$ cat src/rtl/aspsq_pkg.sv
// Constants and types shared by the phase-spread and sequencing block.
package aspsq_pkg;

  // ---------------------------------------------------------------
  // Register map (byte addresses on the APB side)
  // ---------------------------------------------------------------
  localparam logic [11:0] OFS_CTRL      = 12'h000;
  localparam logic [11:0] OFS_SEQ_ID    = 12'h004;
  localparam logic [11:0] OFS_FAULT_ST  = 12'h008;
  localparam logic [11:0] OFS_FAULT_MSK = 12'h00c;
  localparam logic [11:0] OFS_STATUS    = 12'h010;
  localparam logic [11:0] OFS_RESTORE   = 12'h014;
  localparam logic [11:0] OFS_FAN_PULSE_INPUT_RPM  = 12'h018;
  localparam logic [11:0] OFS_TELEM0    = 12'h020;
  localparam logic [11:0] OFS_TELEM6    = 12'h038;

  // ---------------------------------------------------------------
  // Field positions and reset values
  // ---------------------------------------------------------------
  localparam int CTRL_PROG_LSB  = 0;
  localparam int CTRL_USE_PROG  = 4;
  localparam int CTRL_CMD_SEQ   = 5;
  localparam int CTRL_FAN_PULSE_INPUT_ALW  = 6;
  localparam int SEQ_SUCC_LSB   = 8;
  localparam int SEQ_PRED_V     = 7;
  localparam int SEQ_SUCC_V     = 15;
  localparam int RST_DEF_BIT    = 0;
  localparam int RST_FAC_BIT    = 1;
  localparam int RST_REFUSE_BIT = 2;
  localparam int FLT_PEER_BIT   = 7;
  localparam logic [7:0] FAULT_MSK_RST = 8'hff;

  // ---------------------------------------------------------------
  // Addressing, phase and timing
  // ---------------------------------------------------------------
  localparam logic [6:0] ADDR_BASE    = 7'h20;  // Strap low/low address.
  localparam int         GROUP_LSB    = 3;      // Group = address above bit 2.
  localparam int         PHASE_SLOTS  = 16;     // 22.5 degree slots per period.
  localparam int         ADDR_PHASE_K = 2;      // 45 degrees = two slots.
  localparam int         RPM_PER_PPS  = 60;     // One pulse per revolution.
  localparam int         FAN_PULSE_INPUT_WIN_MS  = 1000;
  localparam int         CLK_KHZ      = 250000;
  localparam int         FAN_PULSE_INPUT_WIN_CYC = FAN_PULSE_INPUT_WIN_MS * CLK_KHZ;

  // ---------------------------------------------------------------
  // Types
  // ---------------------------------------------------------------
  typedef enum logic [1:0] {EVT_NONE, EVT_ON, EVT_OFF, EVT_FAULT} aspsq_kind_t;
  typedef enum logic [1:0] {ROLE_NONE, ROLE_FIRST, ROLE_LAST, ROLE_MID} aspsq_role_t;
  typedef enum logic [1:0] {SYNC_IN, SYNC_AUTO, SYNC_OUT} aspsq_sync_t;
  typedef enum logic [1:0] {STORE_NONE, STORE_DEFAULT, STORE_USER} aspsq_store_t;
  typedef enum {SEQ_OFF, SEQ_WAIT_ON, SEQ_RAMP, SEQ_ON, SEQ_WAIT_OFF, SEQ_STOP} aspsq_seq_t;

  typedef struct packed {
    logic        valid;
    aspsq_kind_t kind;
    logic [6:0]  addr;
  } aspsq_evt_t;

  typedef struct packed {
    logic [15:0] vin;
    logic [15:0] vout;
    logic [15:0] iout;
    logic [15:0] temp_int;
    logic [15:0] temp_ext;
    logic [15:0] freq;
    logic [15:0] duty;
  } aspsq_telem_t;

endpackage

$ cat src/rtl/aspsq_top.sv
// Phase spreading, autonomous sequencing, configuration decode and monitoring.
//
// Overview of operation
// Switching cycle starts address times 45 degrees into the shared period.
// Only the three lowest address bits set the address-based offset.
// Programmed offset runs 0 to 337.5 degrees in 22.5 degree steps.
// All phase-spread converters share one switching clock (system duty).
// Each device broadcasts its sequencing status on the shared lines, hostless.
// Chain members get consecutive addresses with none missing (system duty).
// Autonomous sequencing forces the address offset, ignoring the programmed one.
// Turn-on runs lowest address first, each waiting for its predecessor.
// Turn-off runs highest address first, each waiting for its successor.
// Config 10, 11, 12.1 kohm: no sequencing; sync input, auto, output.
// Config 14.7, 16.2, 17.8 kohm: first group member; sync in, auto, out.
// Config 21.5, 23.7, 26.1 kohm: last group member; sync in, auto, out.
// Config 31.6, 34.8, 38.3 kohm: middle member; sync in, auto, out.
// Command sequencing uses host-set predecessor and successor, any offset.
// Events are exchanged only within the same address group.
// Rising enable starts sequenced turn-on, falling enable sequenced turn-off.
// Alert asserts on any enabled fault or warning.
// Input and output voltage, current, temperatures, frequency, duty are readable.
// Fan pulse rate becomes RPM at one pulse per revolution.
// Fan pulses are counted only while enabled or monitoring always.
// Initialization checks the default and user stores for saved settings.
// With the default store in use, factory restore is refused.
// Bus address comes from two three-level address straps.
`timescale 1ns/1ps

module aspsq_top
  import aspsq_pkg::*;
#(
  parameter int FAN_PULSE_INPUT_WINDOW = FAN_PULSE_INPUT_WIN_CYC
) (
  input  wire logic         pclk,
  input  wire logic         presetn,
  input  wire logic         psel,
  input  wire logic         penable,
  input  wire logic         pwrite,
  input  wire logic [11:0]  paddr,
  input  wire logic [31:0]  pwdata,
  output logic      [31:0]  prdata,
  output logic              pready,
  output logic              pslverr,
  input  wire logic [1:0]   address_strap_low,
  input  wire logic [1:0]   address_strap_high,
  input  wire logic [4:0]   cfg_index,
  input  wire logic         default_store_ok,
  input  wire logic         user_store_ok,
  input  wire logic         enable_in,
  input  wire logic         power_good,
  input  wire logic         period_start,
  input  wire logic         slot_tick,
  input  wire logic [6:0]   fault_in,
  input  wire logic         fan_pulse_input,
  input  wire aspsq_telem_t telem,
  input  wire aspsq_evt_t   evt_in,
  output aspsq_evt_t        evt_out,
  output logic              run_req,
  output logic              cycle_start,
  output logic [1:0]        sync_mode,
  output logic              fault_alert_line,
  output logic              restore_default_req,
  output logic              restore_factory_req
);

  // ---------------------------------------------------------------
  // Elaboration check
  // ---------------------------------------------------------------
  if (FAN_PULSE_INPUT_WINDOW < 1 || FAN_PULSE_INPUT_WINDOW > 268435455) begin : g_bad_window
    $error("FAN_PULSE_INPUT_WINDOW must fit a 28-bit counter and be at least one");
  end

  // ---------------------------------------------------------------
  // State
  // ---------------------------------------------------------------
  typedef struct packed {
    aspsq_seq_t   seq;
    logic         init_done;
    logic [6:0]   dev_addr;
    aspsq_role_t  role;
    aspsq_sync_t  sync;
    aspsq_store_t store;
    logic         en_q;
    logic [7:0]   fstat;
    logic [7:0]   fmask;
    logic [3:0]   prog;
    logic         use_prog;
    logic         cmd_seq;
    logic         fan_pulse_input_alw;
    logic [6:0]   pred;
    logic         pred_v;
    logic [6:0]   succ;
    logic         succ_v;
    logic         refused;
    logic         rst_def;
    logic         rst_fac;
    logic [31:0]  rdata;
    logic [3:0]   slot;
    logic         cyc;
    aspsq_evt_t   evt;
    logic         alert_q;
    logic         fan_pulse_input_q;
    logic [15:0]  fan_pulse_input_cnt;
    logic [27:0]  win_cnt;
    logic [31:0]  rpm;
  } aspsq_state_t;

  aspsq_state_t st_reg;
  aspsq_state_t st_next;

  // ---------------------------------------------------------------
  // Combinational helpers
  // ---------------------------------------------------------------
  logic       wr_acc;
  logic       rd_setup;
  logic       mapped;
  logic       auto_seq;
  logic [3:0] phase_eff;
  logic [6:0] pred_id;
  logic [6:0] succ_id;
  logic       need_pred;
  logic       need_succ;
  logic       in_group;
  logic       pred_on;
  logic       succ_off;
  logic       en_rise;
  logic       en_fall;
  logic       fan_pulse_input_on;
  logic       alert_now;
  logic [3:0] strap_idx;

  // APB strobes; the slave answers with no wait states.
  assign wr_acc   = psel & penable & pwrite;
  assign rd_setup = psel & ~penable & ~pwrite;
  assign mapped   = (paddr <= OFS_FAN_PULSE_INPUT_RPM && paddr[1:0] == 2'b00)
                  || (paddr >= OFS_TELEM0 && paddr <= OFS_TELEM6 && paddr[1:0] == 2'b00);
  assign pready   = 1'b1;
  assign pslverr  = psel & penable & ~mapped;

  // Autonomous mode is any sequencing role without host-assigned neighbours.
  assign auto_seq  = (st_reg.role != ROLE_NONE) & ~st_reg.cmd_seq;
  // Address offset is two 22.5 degree slots per address step. A programmed
  // offset is honoured only outside autonomous sequencing.
  assign phase_eff = (!auto_seq && st_reg.use_prog) ? st_reg.prog
                   : {st_reg.dev_addr[2:0], 1'b0};

  // Neighbour identities: address plus or minus one, or host-assigned.
  assign pred_id   = st_reg.cmd_seq ? st_reg.pred : 7'(st_reg.dev_addr - 7'd1);
  assign succ_id   = st_reg.cmd_seq ? st_reg.succ : 7'(st_reg.dev_addr + 7'd1);
  assign need_pred = st_reg.cmd_seq ? st_reg.pred_v
                   : (st_reg.role == ROLE_LAST || st_reg.role == ROLE_MID);
  assign need_succ = st_reg.cmd_seq ? st_reg.succ_v
                   : (st_reg.role == ROLE_FIRST || st_reg.role == ROLE_MID);

  // Only peers sharing the upper address bits are heard.
  assign in_group  = evt_in.valid
                   && evt_in.addr[6:GROUP_LSB] == st_reg.dev_addr[6:GROUP_LSB];
  assign pred_on   = in_group && evt_in.kind == EVT_ON && evt_in.addr == pred_id;
  assign succ_off  = in_group && evt_in.kind == EVT_OFF && evt_in.addr == succ_id;

  assign en_rise   = enable_in & ~st_reg.en_q;
  assign en_fall   = ~enable_in & st_reg.en_q;
  assign fan_pulse_input_on   = enable_in | st_reg.fan_pulse_input_alw;
  assign alert_now = |(st_reg.fstat & st_reg.fmask);

  // Straps read 0 low, 1 open, 2 high; the high/high code is reserved.
  assign strap_idx = 4'(address_strap_low) + 4'(3 * address_strap_high);

  // ---------------------------------------------------------------
  // Next-state logic
  // ---------------------------------------------------------------
  always_comb begin
    st_next     = st_reg;
    st_next.cyc = 1'b0;
    st_next.evt = '0;
    st_next.rst_def = 1'b0;
    st_next.rst_fac = 1'b0;
    st_next.en_q    = enable_in;

    // Straps, config resistor and stores are caught once, after reset release.
    if (!st_reg.init_done) begin
      st_next.init_done = 1'b1;
      st_next.dev_addr  = (strap_idx > 4'd7) ? ADDR_BASE : 7'(ADDR_BASE + 7'(strap_idx));
      if (default_store_ok) begin
        st_next.store = STORE_DEFAULT;
      end else if (user_store_ok) begin
        st_next.store = STORE_USER;
      end else begin
        st_next.store = STORE_NONE;
      end
      case (cfg_index)
        5'd0:    begin st_next.role = ROLE_NONE;  st_next.sync = SYNC_IN;   end
        5'd1:    begin st_next.role = ROLE_NONE;  st_next.sync = SYNC_AUTO; end
        5'd2:    begin st_next.role = ROLE_NONE;  st_next.sync = SYNC_OUT;  end
        5'd4:    begin st_next.role = ROLE_FIRST; st_next.sync = SYNC_IN;   end
        5'd5:    begin st_next.role = ROLE_FIRST; st_next.sync = SYNC_AUTO; end
        5'd6:    begin st_next.role = ROLE_FIRST; st_next.sync = SYNC_OUT;  end
        5'd8:    begin st_next.role = ROLE_LAST;  st_next.sync = SYNC_IN;   end
        5'd9:    begin st_next.role = ROLE_LAST;  st_next.sync = SYNC_AUTO; end
        5'd10:   begin st_next.role = ROLE_LAST;  st_next.sync = SYNC_OUT;  end
        5'd12:   begin st_next.role = ROLE_MID;   st_next.sync = SYNC_IN;   end
        5'd13:   begin st_next.role = ROLE_MID;   st_next.sync = SYNC_AUTO; end
        5'd14:   begin st_next.role = ROLE_MID;   st_next.sync = SYNC_OUT;  end
        default: begin st_next.role = ROLE_NONE;  st_next.sync = SYNC_IN;   end
      endcase
    end

    // Phase slot counter; the period marker wins over the slot tick.
    if (period_start) begin
      st_next.slot = 4'd0;
      st_next.cyc  = (phase_eff == 4'd0);
    end else if (slot_tick) begin
      st_next.slot = 4'(st_reg.slot + 4'd1);
      st_next.cyc  = (4'(st_reg.slot + 4'd1) == phase_eff);
    end

    // Sequencer. A fault spread from a group peer drops the output at once.
    case (st_reg.seq)
      SEQ_OFF: begin
        if (en_rise) begin
          st_next.seq = need_pred ? SEQ_WAIT_ON : SEQ_RAMP;
        end
      end
      SEQ_WAIT_ON: begin
        if (!enable_in) begin
          st_next.seq = SEQ_OFF;
        end else if (pred_on) begin
          st_next.seq = SEQ_RAMP;
        end
      end
      SEQ_RAMP: begin
        if (!enable_in) begin
          st_next.seq = SEQ_STOP;
        end else if (power_good) begin
          st_next.seq = SEQ_ON;
          st_next.evt = '{1'b1, EVT_ON, st_reg.dev_addr};
        end
      end
      SEQ_ON: begin
        if (en_fall || !enable_in) begin
          st_next.seq = need_succ ? SEQ_WAIT_OFF : SEQ_STOP;
        end
      end
      SEQ_WAIT_OFF: begin
        if (succ_off) begin
          st_next.seq = SEQ_STOP;
        end
      end
      SEQ_STOP: begin
        if (!power_good) begin
          st_next.seq = SEQ_OFF;
          st_next.evt = '{1'b1, EVT_OFF, st_reg.dev_addr};
        end
      end
      default: st_next.seq = SEQ_OFF;
    endcase

    // Fault spreading: a new local alert is broadcast, a peer fault stops us.
    st_next.alert_q = alert_now;
    if (alert_now && !st_reg.alert_q) begin
      st_next.evt = '{1'b1, EVT_FAULT, st_reg.dev_addr};
    end
    if (in_group && evt_in.kind == EVT_FAULT && st_reg.seq != SEQ_OFF) begin
      st_next.seq = SEQ_STOP;
    end

    // Fan tachometer: pulses per window, scaled to revolutions per minute.
    st_next.fan_pulse_input_q = fan_pulse_input;
    if (st_reg.win_cnt == 28'(FAN_PULSE_INPUT_WINDOW - 1)) begin
      st_next.win_cnt  = 28'd0;
      st_next.fan_pulse_input_cnt = 16'(fan_pulse_input_on && fan_pulse_input && !st_reg.fan_pulse_input_q);
      st_next.rpm      = 32'(st_reg.fan_pulse_input_cnt) * 32'(RPM_PER_PPS);
    end else begin
      st_next.win_cnt = 28'(st_reg.win_cnt + 28'd1);
      if (fan_pulse_input_on && fan_pulse_input && !st_reg.fan_pulse_input_q && st_reg.fan_pulse_input_cnt != 16'hffff) begin
        st_next.fan_pulse_input_cnt = 16'(st_reg.fan_pulse_input_cnt + 16'd1);
      end
    end

    // Register writes. Software clears faults, but a new event wins.
    if (wr_acc && paddr == OFS_CTRL) begin
      st_next.prog     = pwdata[CTRL_PROG_LSB +: 4];
      st_next.use_prog = pwdata[CTRL_USE_PROG];
      st_next.cmd_seq  = pwdata[CTRL_CMD_SEQ];
      st_next.fan_pulse_input_alw = pwdata[CTRL_FAN_PULSE_INPUT_ALW];
    end
    if (wr_acc && paddr == OFS_SEQ_ID) begin
      st_next.pred   = pwdata[6:0];
      st_next.pred_v = pwdata[SEQ_PRED_V];
      st_next.succ   = pwdata[SEQ_SUCC_LSB +: 7];
      st_next.succ_v = pwdata[SEQ_SUCC_V];
    end
    if (wr_acc && paddr == OFS_FAULT_MSK) begin
      st_next.fmask = pwdata[7:0];
    end
    st_next.fstat = st_reg.fstat & ~((wr_acc && paddr == OFS_FAULT_ST) ? pwdata[7:0] : 8'h00);
    st_next.fstat = st_next.fstat | {in_group && evt_in.kind == EVT_FAULT, fault_in};
    if (wr_acc && paddr == OFS_RESTORE) begin
      st_next.rst_def = pwdata[RST_DEF_BIT];
      st_next.rst_fac = pwdata[RST_FAC_BIT] && st_reg.store != STORE_DEFAULT;
      st_next.refused = pwdata[RST_FAC_BIT] && st_reg.store == STORE_DEFAULT;
    end

    // Read data is captured in the setup cycle so it is a flop in the access cycle.
    if (rd_setup) begin
      if (paddr == OFS_CTRL) begin
        st_next.rdata = 32'({st_reg.fan_pulse_input_alw, st_reg.cmd_seq, st_reg.use_prog, st_reg.prog});
      end else if (paddr == OFS_SEQ_ID) begin
        st_next.rdata = 32'({st_reg.succ_v, st_reg.succ, st_reg.pred_v, st_reg.pred});
      end else if (paddr == OFS_FAULT_ST) begin
        st_next.rdata = 32'(st_reg.fstat);
      end else if (paddr == OFS_FAULT_MSK) begin
        st_next.rdata = 32'(st_reg.fmask);
      end else if (paddr == OFS_STATUS) begin
        st_next.rdata = {5'd0, 3'(st_reg.seq), 2'(st_reg.store), 2'(st_reg.sync),
                         2'(st_reg.role), 4'(phase_eff), 7'd0, st_reg.dev_addr};
      end else if (paddr == OFS_RESTORE) begin
        st_next.rdata = 32'({st_reg.refused, 2'b00});
      end else if (paddr == OFS_FAN_PULSE_INPUT_RPM) begin
        st_next.rdata = st_reg.rpm;
      end else if (paddr == OFS_TELEM0) begin
        st_next.rdata = 32'(telem.vin);
      end else if (paddr == OFS_TELEM0 + 12'h004) begin
        st_next.rdata = 32'(telem.vout);
      end else if (paddr == OFS_TELEM0 + 12'h008) begin
        st_next.rdata = 32'(telem.iout);
      end else if (paddr == OFS_TELEM0 + 12'h00c) begin
        st_next.rdata = 32'(telem.temp_int);
      end else if (paddr == OFS_TELEM0 + 12'h010) begin
        st_next.rdata = 32'(telem.temp_ext);
      end else if (paddr == OFS_TELEM0 + 12'h014) begin
        st_next.rdata = 32'(telem.freq);
      end else if (paddr == OFS_TELEM6) begin
        st_next.rdata = 32'(telem.duty);
      end else begin
        st_next.rdata = 32'h0000_0000;
      end
    end
  end

  // ---------------------------------------------------------------
  // State register
  // ---------------------------------------------------------------
  always_ff @(posedge pclk or negedge presetn) begin
    if (!presetn) begin
      st_reg       <= '0;
      st_reg.seq   <= SEQ_OFF;
      st_reg.fmask <= FAULT_MSK_RST;
    end else begin
      st_reg <= st_next;
    end
  end

  // Outputs; run request follows the sequencer, all others are flops.
  assign prdata              = st_reg.rdata;
  assign evt_out             = st_reg.evt;
  assign run_req             = (st_reg.seq == SEQ_RAMP) || (st_reg.seq == SEQ_ON)
                             || (st_reg.seq == SEQ_WAIT_OFF);
  assign cycle_start         = st_reg.cyc;
  assign sync_mode           = st_reg.sync;
  assign fault_alert_line    = st_reg.alert_q;
  assign restore_default_req = st_reg.rst_def;
  assign restore_factory_req = st_reg.rst_fac;
endmodule

$ cat config.mk
export PLATFORM = sky130hd
export DESIGN_NAME = aspsq_top
export DESIGN_NICKNAME = d
export VERILOG_FILES = /design/src/rtl/aspsq_pkg.sv /design/src/rtl/aspsq_top.sv
export SDC_FILE = /design/constraint.sdc
export NUM_CORES = 1
export LEC_CHECK = 0
export ABC_AREA = 1
export BUFFER_PORTS_ARGS = -buffer_cell sky130_fd_sc_hd__buf_2
export CAP_MARGIN = 20
export CELL_PAD_IN_SITES_DETAIL_PLACEMENT = 1
export CELL_PAD_IN_SITES_GLOBAL_PLACEMENT = 1
export CORE_ASPECT_RATIO = 0.8
export CORE_MARGIN = 4
export CORE_UTILIZATION = 45
export CTS_BUF_LIST = sky130_fd_sc_hd__clkbuf_4
export DETAILED_ROUTE_END_ITERATION = 6
export PLACE_DENSITY_LB_ADDON = 0.2
export SYNTH_ARGS = -nofsm -noshare
export SYNTH_HDL_FRONTEND = slang
export SYNTH_SLANG_ARGS = --single-unit
$ cat constraint.sdc
create_clock -name pclk -period 8.6 [get_ports pclk]
set_clock_uncertainty 0.15 [all_clocks]
set_input_delay 1.72 -clock pclk [delete_from_list [all_inputs] [get_ports pclk]]
set_output_delay 1.72 -clock pclk [all_outputs]
set_load 0.05 [all_outputs]
# Word level (Yosys, flattened, before mapping)
# Memories as Yosys holds them, arrays and structs flattened.
# Index checks and enable logic that the tools add are counted.
[totals] input_bits=194 mem_bits_ro=64 elab_cells=193 reg_bits=202 n_memories=1
[op_classes] eq_ne=41 n_lt_le_gt_ge=4 n_reduce_logical=42 mul=2 add_sub_neg=7 bitwise=19 n_mux=46
[memory_table] name="(name not given)" depth=16 width=4 rd=1 rd_ports_with_merged_regs=0 wr=0 line="aspsq_top.sv:191" rtl="case (cfg_index)"
[ops] operator="$mux 32" count=9
[ops] operator="$pmux 32 s6" count=1
[ops] operator="$mux 27" count=5
[ops] operator="$eq 32x3->1 const B" count=4
[ops] operator="$mux 16" count=8
[ops] operator="$eq 12x6->1 const B" count=7
[ops] operator="$eq 32x2->1 const B" count=2
[ops] operator="$mux 22" count=2
[ops] operator="$mux 44" count=1
[ops] operator="$mux 10" count=4
[ops] operator="$eq 12x5->1 const B" count=3
[ops] operator="$eq 32x1->1 const B" count=1
[ops] operator="$eq 32x4->1 const B" count=1
[ops] operator="$logic_not 32->1" count=1
[ops] operator="$reduce_bool 32->1" count=1
[ops] operator="$add 28x1->28 const B" count=1
[ops] operator="$eq 28x28->1 const B" count=1
[ops] operator="$eq 12x4->1 const B" count=2
[ops] operator="$logic_and 1x1->1" count=22
[ops] operator="$mux 7" count=3
[ops] operator="$mul 16x4->20 const B" count=1
[ops] operator="$pmux 10 s2" count=1
[ops] operator="$add 16x1->16 const B" count=1
[ops] operator="$and 8x8->8" count=2
[ops] operator="other kinds (37)" count=77

# Logic depth before layout (Yosys ltp)
# Gate-level depths: netlist of the first run.
[logic_depth] word_depth=15 mapped_depth=17 mapped_depth_nobuf=17

# Worst setup path after synthesis of the first run
# Ideal clock, no wire load.
[synth_timing] kind="input -> output" from="input paddr[5]" to="output pslverr" t_required_ns=6.730 arrival_ns=3.163 path_buffers=1 path_stages=8 slack_ns=3.567 cell_sequence="inv_1 nor2_2 nand2_2 nor3_4 buf_6 o21ai_0 nand2_1 a21oi_1"
[synth_between] elab_chain_len=6 word_cells_on_any_way=9 cone_classes="order compare (3); bitwise (2); reduce/logical (4)"
[synth_lines] element="from (decl)" line="aspsq_top.sv:39" rtl="input wire logic [11:0] paddr,"
[synth_lines] element="$ge 12x6->1 / $le 12x6->1 (equally long branches)" line="aspsq_top.sv:136" rtl="|| (paddr >= OFS_TELEM0 && paddr <= OFS_TELEM6 && paddr[1:0] == 2'b00);"
[synth_lines] element="$logic_and 1x1->1 (2 in series)" line="aspsq_top.sv:136"
[synth_lines] element="$logic_or 1x1->1 *" line="aspsq_top.sv:136"
[synth_lines] element="$not 1->1 *" line="aspsq_top.sv:138" rtl="assign pslverr = psel & penable & ~mapped;"
[synth_lines] element="$and 1x1->1 *" line="aspsq_top.sv:138"
[synth_lines] element="to (decl)" line="aspsq_top.sv:43" rtl="output logic pslverr,"
# Every way passes the cells marked *; elsewhere a longest branch is shown, timed or not.

# Worst setup path after layout of the first run
# Ends and elaborated chain as after synthesis.

==> metrics.md, run 1 <==
| Metric | Value |
|---|---|
| Status | `completed` |
| Setup crit start | `paddr[5]` |
| Final Critical Period | `5.222 ns` |
| Worst Slack Setup Final | `3.378 ns` |
| Largest net degree at the start of global routing | `86` |
| Gr ovfl total | `0` |
| Ys flop type | `dfrtp_1` |
| Reg2Reg Depth | `13` |
| Crit path capture | `pslverr` |
| Post-place setup slack | `3.395 ns` |
| Vias in the first global route | `11.71k` |
| Nets@finish | `2025` |
| Startpoint Class | `primary input` |
| Pre-Repair DR Iteration Count | `5` |
| Vias/cell | `5.359` |
| Num rows | `52` |
| Crit path arrival time | `3.35 ns` |
| Area added between synthesis and finish | `12.32%` |
| Area contributors post-synth | `dfrtp_1 (33%), nand2_1 (13%), inv_1 (7.2%), fa_1 (5.3%), ha_1 (4.6%)` |
| Total Routing Usage GR | `27.95%` |
| DRC Markers | `0` |
| Peak supply drop | `0.1121 mV` |
| Max Slew Vio Count | `0` |
| Initial Util | `46.09%` |
| RSZ-0062 raised after global routing | `false` |
| Filler instances | `3383` |
| Max cap viols | `0` |
| Clk root buf | `clkbuf_4` |
| Setup Buffers After CTS | `0` |
| DRT Wirelength | `40.74 mm` |
| Setup violators final | `0` |
| Most numerous cell on the critical path | `buf_2` |
| Power Density | `159.3 nW/um^2` |
| Hold Path Class | `reg -> reg` |
| Htree depth | `4` |
| Total die area | `28790 um^2` |
| Synth warnings | `0` |
| Slew margin rel. | `39.95%` |
| Gp weighted congestion | `0.8967` |
| Reg area | `4114 um^2` |
| Reg2Reg Setup Slack | `4.67 ns` |
| Num CTS Buffers | `17` |
| Setup crit end kind | `primary output` |
| Crit-path cells | `buf_2 -> inv_1 -> nor2_2 -> nand2_2 -> nor3_4 -> o21ai_0 -> nand2_1 -> a21oi_1 -> buf_2` |
| Leakage power | `6.937 nW` |
| Top Ports | `245` |
| Ys async rst share | `100.0%` |
| Clock Latency Late Sink | `0.61 ns` |
| Synth area leader | `dfrtp_1` |
| # hold bufs at CTS | `0` |
| DPL Wire Length | `32.46 mm` |
| Clk buf depth | `2` |
| Sequential cell area fraction in the yosys report | `35.00%` |
| Max reg flops | `123` |
| Via Count | `11.37k` |
| Antenna violations before repair | `1` |
| Die Y-Extent | `152.6 um` |
| Commonest non-fill, non-tap cell in the layout | `nand2_1` |
| Final Hold Fails | `0` |
| Area of the multi-input gates | `6262 um^2` |
| Mapped cell area | `11750 um^2` |
| Chip width | `188.7 um` |
| Max Fclk | `0.1915 GHz` |
| Share of cells above drive strength 1 | `19.77%` |
| Max stage delay on crit path | `0.56 ns` |
| Setup tns final | `0 ns` |
| Core ar. | `25500 um^2` |
| EDFF count, synth | `0` |
| Worst r2r dst | `st_reg[15]` |
| Slowest CP cell | `nor3_4` |
| Routed wire per std cell | `19.20 um` |
| Highest-count cells in the layout ignoring fill and taps | `nand2_1 (393), inv_1 (226), buf_2 (219)` |
| CTS clk-pin slew, worst paths | `0.15 ns` |
| Port Buf Inserts | `220` |
| First-pass GRT wire length | `64.26 mm` |
| Post-synthesis cell count | `1582` |
| Kind of critical path | `in -> out` |
| Yosys reg bits | `164` |
| Crit-path max FO | `15` |
| TritonCTS clock tree | `done` |
| Non-filler cells, final | `2122` |
| Avg Inst Size Synth | `7.430 um^2` |
| Worst reg2reg startpoint | `st_reg[63]` |
| Placed insts | `2088` |
| Period utilization | `60.72%` |
| Drt first-iter violations | `722` |
| Total Power | `2.104 mW` |
| # clock sinks | `164` |
| Routed Antenna Nets | `0` |
| Top cell type's share of synthesized area | `33.21%` |
| Worst-Margin Slew | `0.8952 ns` |
| Post-synth cell types | `55` |
| Number of gates resized after cts | `0` |
| Worst EP required | `6.73 ns` |
==> stage by stage <==
step / hold WS [ns] / cell area (um^2) / util (%)
final: 0.3056 / 13200 / 51.76
after global placement: 0.2781 / 12860 / 50.41
after floorplan: 0.2669 / 11780 / -
after detailed placement: 0.2890 / 12860 / 50.41
after global routing: 0.3415 / 13200 / 51.76
after CTS: 0.3027 / 13170 / 51.64
==> worst max-delay path: cells and delay by family <==
| kind | cells | cell delay, ns |
|---|---|---|
| simple gates | 4 | 0.86 |
| compound gates | 2 | 0.23 |
| buf+inv | 3 | 0.53 |
==> cell families after synthesis <==
group / count (synthesis) / synth area share [%]
XOR/XNOR: 30 / 2.235
buffers and inverters: 318 / 11.94
AND/OR/NAND/NOR: 748 / 28.93
AO/OA/AOI/OAI: 238 / 11.20
adder cells (fa/ha/maj): 74 / 9.857
other: 2 / 0.06389
flip-flops: 164 / 35.00
multiplexers: 8 / 0.7664
==> how the worst min path moves through the flow <==
stage                      from             endpoint  cells after the start
floorplan           st_reg[168]  restore_factory_req                      1
global placement    st_reg[168]  restore_factory_req                      1
detailed placement  st_reg[168]  restore_factory_req                      1
CTS                 st_reg[168]  restore_factory_req                      1
global route        st_reg[168]  restore_factory_req                      1
finish              st_reg[168]  restore_factory_req                      1
==> synth_stat cells (4+ instances only) <==
cell and count:
nor4_1 18, or2_0 4, nor2_1 124, o21ai_1 14, xnor2_1 6, o211ai_1 7
o31ai_1 5, fa_1 31, nand2_1 393, o21ai_0 100, nand3_2 5, clkbuf_1 14
nand4_1 38, dfstp_2 8, a21oi_1 69, buf_2 12, nor3_1 24, nor2_2 12
nand2_2 9, ha_1 43, a31oi_1 10, mux2_2 6, or2_2 20, o22ai_1 11
nand3_1 76, inv_1 226, nor2_4 9, nor3_2 5, dfrtp_1 156, xor2_1 24
inv_2 14, buf_4 46
==> report_power, final <==
| group | internal (mW) | switching, mW |
|---|---|---|
| registers | 0.803 | 0.0359 |
| clock network | 0.162 | 0.351 |
| logic | 0.271 | 0.481 |
==> final cells by class <==
class / count / area share [%]
antenna: 1 / 0.01896
clock buffer: 17 / 0.9667
clock inverter: 15 / 1.412
inverter: 243 / 6.909
multi-input combinational: 1107 / 47.44
sequential: 164 / 31.16
tap: 351 / 3.327
timing repair buffer: 224 / 8.767
==> routing by layer <==
metal	wire (um)	share of wire, %	global-route usage (%)	vias to the layer above
met2	18630	46	45.21	350
li1	-	-	-	5383
met5	0	0	0	-
met1	18960	47	39.56	5609
met3	2727	6.7	6.207	30
met4	415	1.0	4.266	0
(Power assumes the default switching activity.)
==> inputs of run 2 (changes only) <==
Settings changed: ABC_AREA 1 to 0, CORE_UTILIZATION 45 to 39.
Clock period 8.6 ns to 4.6 ns, I/O delays scaled along.
==> run 2 against run 1 <==
Area after synthesis shrank 3.5%. Largest cell class unchanged. Critical path depth increased by 3. Via count shrank 13%. Critical path type is now reg -> reg. Final area decreased by 3.0%. Clock power grew 81%. Largest power group is now combinational logic.
==> metrics.md, run 2 <==
| Metric | Value |
|---|---|
| Status | `completed` |
| Total Routing Usage GR | `22.71%` |
| Placed insts | `1732` |
| Max cap viols | `0` |
| Ys flop type | `dfrtp_1` |
| Worst reg2reg startpoint | `st_reg[63]` |
| Area contributors post-synth | `dfrtp_1 (34%), fa_1 (5.5%), ha_1 (4.7%), nand2_1 (3.7%), mux2_2 (3.2%)` |
| First-pass GRT wire length | `57.24 mm` |
| Slowest CP cell | `fa_1` |
| Routed Antenna Nets | `0` |
| Ys async rst share | `100.0%` |
| Crit path arrival time | `4.29 ns` |
| CTS clk-pin slew, worst paths | `0.16 ns` |
| Avg Inst Size Synth | `9.309 um^2` |
| Top cell type's share of synthesized area | `34.43%` |
| Chip width | `198.6 um` |
| Drt first-iter violations | `570` |
| Area added between synthesis and finish | `12.91%` |
| Clock Latency Late Sink | `0.61 ns` |
| Largest net degree at the start of global routing | `85` |
| Top Ports | `245` |
| Peak supply drop | `0.4807 mV` |
| Slew margin rel. | `37.56%` |
| Non-filler cells, final | `1767` |
| Die Y-Extent | `160.5 um` |
| Period utilization | `85.74%` |
| Core ar. | `28490 um^2` |
| Hold Crit Depth | `1` |
| Synth area leader | `dfrtp_1` |
| Htree depth | `4` |
| Total Power | `6.445 mW` |
| DRT Wirelength | `36.63 mm` |
| Min-Delay Endpoint | `st_reg[76]` |
| Gr ovfl total | `0` |
| Pre-Repair DR Iteration Count | `5` |
| Leakage power | `5.918 nW` |
| # clock sinks | `164` |
| Reg2Reg Depth | `12` |
| Kind of critical path | `reg -> reg` |
| Synth warnings | `0` |
| Leading cell types by count after synthesis | `dfrtp_1 (156), nand2_1 (113), nor2_1 (83)` |
| Most numerous cell in the Yosys netlist | `dfrtp_1` |
| Nets@finish | `1650` |
| Number of gates resized after cts | `0` |
| Reg2Reg Setup Slack | `0.66 ns` |
| Max stage delay on crit path | `0.51 ns` |
| Yosys reg bits | `164` |
| Port Buf Inserts | `220` |
| Startpoint Class | `register` |
| Crit-path max FO | `4` |
| Mapped cell area | `11340 um^2` |
| Sequential cell area fraction in the yosys report | `36.28%` |
| Crit-path cells | `inv_1 -> fa_1 -> fa_1 -> inv_1 -> ha_1 -> nor2b_1 -> o31a_1 -> o211ai_1 -> a21oi_1 -> o21a_1 -> or3_1 -> a31o_1` |
| Share of cells above drive strength 1 | `23.80%` |
| Max Fclk | `0.2536 GHz` |
| Fin util | `44.94%` |
| Delay-heaviest family, CP | `adder cells` |
| Setup Buffers After CTS | `0` |
| Total die area | `31880 um^2` |
| Post-synth cell types | `85` |
| Highest-count cells in the layout ignoring fill and taps | `buf_2 (219), dfrtp_1 (156), nand2_1 (113)` |
| RSZ-0062 raised after global routing | `false` |
| DPL Wire Length | `28.61 mm` |
| Vias in the first global route | `10.08k` |
| Via Count | `9842` |
| Worst EP required | `4.94 ns` |
| Num CTS Buffers | `17` |
| Num rows | `55` |
| EDFF count, synth | `0` |
| Antenna violations before repair | `2` |
| DRC Markers | `0` |
| Vias/cell | `5.570` |
| Setup tns final | `0 ns` |
| CP Buf/Inv Count | `2` |
| Setup crit end kind | `register` |
| Gp weighted congestion | `0.8837` |
| Clk root buf | `clkbuf_4` |
| Max reg flops | `123` |
| Max Slew Vio Count | `0` |
| Routed wire per std cell | `20.73 um` |
| Commonest non-fill, non-tap cell in the layout | `buf_2` |
| Worst-Margin Slew | `0.9366 ns` |
| TritonCTS clock tree | `done` |
| Setup violators final | `0` |
| Final Critical Period | `3.944 ns` |
| Final Hold Fails | `0` |
| # hold bufs at CTS | `1` |
| Post-synthesis cell count | `1218` |
| Hold Path Class | `in -> reg` |
| Clk buf depth | `2` |
| Worst r2r dst | `st_reg[16]` |
| Initial Util | `39.80%` |
| Power Density | `503.5 nW/um^2` |
| Worst hold start | `fan_pulse_input` |
| Worst Hold Margin | `0.3008 ns` |
## run 2: metrics by stage
step | cell area (um^2) | worst slack (ns)
3_3_place_gp | 12490 | 0.7072
2_1_floorplan | 11360 | 0.8081
5_1_grt | 12800 | 0.3921
4_1_cts | 12800 | 0.6007
3_5_place_dp | 12490 | 0.6495
6_report | 12800 | 0.6560
## run 2: worst max path at each step
stage | start | to | slack [ns] | depth (start not counted)
finish | st_reg[63] | st_reg[16] | 0.66 | 12
global route | st_reg[63] | st_reg[21] | 0.39 | 12
CTS | st_reg[63] | st_reg[21] | 0.60 | 12
detailed placement | st_reg[65] | st_reg[21] | 0.65 | 12
global placement | st_reg[65] | st_reg[21] | 0.71 | 12
floorplan | paddr[2] | pslverr | 0.81 | 6
## run 2: routing by layer
| layer | vias to the layer above | track usage [%] | wire length, um |
|---|---|---|---|
| li1 | 4616 | - | - |
| met1 | 4967 | 32.59 | 16790 |
| met2 | 229 | 36.71 | 17480 |
| met3 | 30 | 3.251 | 1837 |
| met4 | 0 | 4.879 | 524 |
| met5 | - | 0 | 0 |
## run 2: area by class of cell
class | count | area [um^2]
fill | 3393 | 15690
multi-input combinational | 891 | 6407
sequential | 164 | 4114
timing repair buffer | 236 | 1242
tap | 370 | 462.9
inverter | 72 | 270.3
clock inverter | 15 | 172.7
clock buffer | 17 | 127.6
antenna | 2 | 5.005
## run 2: power breakdown
group	internal (mW)	switching (mW)	total [mW]
Clock	0.337	0.594	0.931
Sequential	1.53	0.141	1.68
Combinational	1.56	2.28	3.84
## run 2: cell families (layout without fill, tap and decap cells)
family / Yosys count / after routing / synth area share (%)
fa+ha+maj: 74 / 74 / 10.22
compound gates: 308 / 308 / 18.33
simple gates: 379 / 379 / 17.31
buf+inv: 170 / 340 / 7.482
flops: 164 / 164 / 36.28
other cells: 2 / 11 / 0.06624
mux: 55 / 55 / 5.209
xor+xnor: 66 / 66 / 5.098
## run 2: worst reg2reg max path, stage by stage, from the launching register on
cell	delay, ns
dfrtp_1	0.48
inv_1	0.21
fa_1	0.48
fa_1	0.51
inv_1	0.04
ha_1	0.34
nor2b_1	0.16
o31a_1	0.29
o211ai_1	0.31
a21oi_1	0.14
o21a_1	0.20
or3_1	0.31
a31o_1	0.22
==> inputs of run 3 (changes only) <==
Settings changed: ABC_AREA 0 to 1, CORE_UTILIZATION 39 to 37, SETUP_SLACK_MARGIN set to 0.02.
==> run 3 against run 2 <==
Total power decreased by 37%. Utilization decreased by 2.4 points. Non-clock buffer count decreased by 10. Global-route usage increased by 1.4 points. Sequential cell count unchanged. First-iteration DRC count grew 12%. Die area rose by 8.8%. Critical path depth is 3 higher. Setup slack improved by 0.067 ns. Cell count up 24%. Via count up 13%.
==> metrics.md, run 3 (synthesized netlist as in run 1, its figures left out) <==
| Metric | Value |
|---|---|
| Status | `completed` |
| Power Density | `303.2 nW/um^2` |
| Pre-Repair DR Iteration Count | `5` |
| Initial Util | `37.49%` |
| Via Count | `11.14k` |
| Area added between synthesis and finish | `13.38%` |
| Drt first-iter violations | `639` |
| Total Routing Usage GR | `24.12%` |
| Peak supply drop | `0.2278 mV` |
| Setup Buffers After CTS | `0` |
| Leakage power | `6.960 nW` |
| Htree depth | `4` |
| Highest-count cells in the layout ignoring fill and taps | `nand2_1 (393), inv_1 (226), buf_2 (219)` |
| DRC Markers | `0` |
| First-pass GRT wire length | `66.55 mm` |
| Switching share of power | `39.08%` |
| Largest net degree at the start of global routing | `82` |
| Final Critical Period | `3.877 ns` |
| Kind of critical path | `reg -> reg` |
| Crit-path cells | `inv_1 -> fa_1 -> fa_1 -> inv_1 -> ha_1 -> inv_1 -> o21ai_0 -> nand3_1 -> nand2_1 -> or2_2 -> a21oi_1 -> o21ai_0 -> or2_2 -> nand3_1 -> nand2_1` |
| DRT Wirelength | `41.79 mm` |
| Clock share of power | `26.3%` |
| Period utilization | `84.29%` |
| # clock sinks | `164` |
| TritonCTS clock tree | `done` |
| Setup crit end kind | `register` |
| Filler instances | `4052` |
| Antenna violations before repair | `2` |
| Slew margin rel. | `34.37%` |
| Clk buf depth | `2` |
| Worst-Margin Slew | `0.9791 ns` |
| Routed wire per std cell | `19.06 um` |
| Gr ovfl total | `0` |
| Most numerous cell on the critical path | `inv_1` |
| Clock Latency Late Sink | `0.60 ns` |
| Setup tns final | `0 ns` |
| Final Hold Fails | `0` |
| Clk root buf | `clkbuf_4` |
| Num CTS Buffers | `17` |
| RSZ-0062 raised after global routing | `false` |
| Cell area after layout | `13330 um^2` |
| Setup violators final | `0` |
| Max Fclk | `0.2579 GHz` |
| Slowest CP cell | `fa_1` |
| Cell-internal power | `2.461 mW` |
| Share of cells above drive strength 1 | `19.86%` |
| Reg power frac | `38.8%` |
| Nets@finish | `2027` |
| CTS clk-pin slew, worst paths | `0.16 ns` |
| Chip width | `207.3 um` |
| Max cap viols | `0` |
| Routed Antenna Nets | `0` |
| Hold Path Class | `in -> async` |
| Fin util | `42.51%` |
| Crit path arrival time | `4.19 ns` |
| Psw | `1.579 mW` |
| Vias in the first global route | `11.65k` |
| Die Y-Extent | `167.4 um` |
| Max stage delay on crit path | `0.52 ns` |
| Commonest non-fill, non-tap cell in the layout | `nand2_1` |
| Delay-heaviest family, CP | `adder cells` |
| Vias/cell | `5.081` |
| Port Buf Inserts | `220` |
| Total die area | `34700 um^2` |
| Gp weighted congestion | `0.8987` |
| Max reg flops | `123` |
| Worst EP required | `4.92 ns` |
| Max Slew Vio Count | `0` |
| Top Ports | `245` |
| CP Buf/Inv Count | `3` |
| Placed inst area | `12980 um^2` |
| Num rows | `58` |
| Combinational share of power | `35.0%` |
| DPL Wire Length | `33.89 mm` |
| Number of gates resized after cts | `0` |
| Core ar. | `31350 um^2` |
| Crit-path max FO | `5` |
| # hold bufs at CTS | `0` |
| Startpoint Class | `register` |
-- run 3: changes by cell type in the layout (fill, tap and decap cells not counted), sizes merged, moves of 14 or more --
cell	change
or2	+23
o21a	-17
nand2b	-15
mux2	-24
nand4	+27
a22oi	-19
nand3	+34
nand2	+287
xnor2	-30
mux2i	-23
nor2	+57
o21ai	+43
inv	+169
nor2b	-14
-- run 3: area by class of cell --
class                   instances  area (um^2)  share of cell area (%)
multi-input cells            1107         6262                   46.99
flip-flops and latches        164         4114                   30.87
repair buffers                226         1165                   8.741
inverters                     243        912.1                   6.844
well taps                     420        525.5                   3.943
clock inverters                15        217.7                   1.634
clock buffers                  17        127.6                  0.9577
diodes                          1        2.502                 0.01878
-- run 3: final timing paths --
path	from	end	slack [ns]	cells past startpoint
min in group pclk	fan_pulse_input	st_reg[76]	0.31	1
worst max register to register	st_reg[66]	st_reg[15]	0.72	15
max in group asynchronous	presetn	st_reg[151]	3.19	2
worst min-delay path	presetn	cycle_start	0.18	1
worst max-delay path	st_reg[66]	st_reg[15]	0.72	15
worst min register to register	st_reg[168]	restore_factory_req	0.31	1
-- run 3: per-layer routing --
metal / vias to the layer above / GRT usage, % / routed length (um)
li1: 5390 / - / -
met5: - / 0 / 0
met1: 5392 / 35.10 / 20540
met4: 0 / 5.661 / 830
met2: 315 / 36.92 / 17890
met3: 45 / 5.226 / 2524
-- run 3: power by group through the flow --
stage	logic [mW]	registers, mW	clock network [mW]
2_1_floorplan	1.03	1.58	0
3_3_place_gp	1.37	1.59	0
3_5_place_dp	1.42	1.59	0
4_1_cts	1.42	1.57	1.09
5_1_grt	1.60	1.58	1.15
6_report	1.41	1.57	1.06
-- run 3: through the flow --
| step | hold WS (ns) | power (mW) | setup slack (ns) | instances |
|---|---|---|---|---|
| 3_5_place_dp | 0.2930 | 3.008 | 0.7653 | 2160 |
| 4_1_cts | 0.2017 | 4.075 | 0.6932 | 2192 |
| 6_report | 0.1847 | 4.040 | 0.7228 | 2193 |
| 5_1_grt | 0.1834 | 4.332 | 0.4246 | 2193 |
| 3_3_place_gp | 0.2865 | 2.962 | 0.8991 | 2160 |
| 2_1_floorplan | 0.2669 | 2.605 | 1.161 | 1589 |
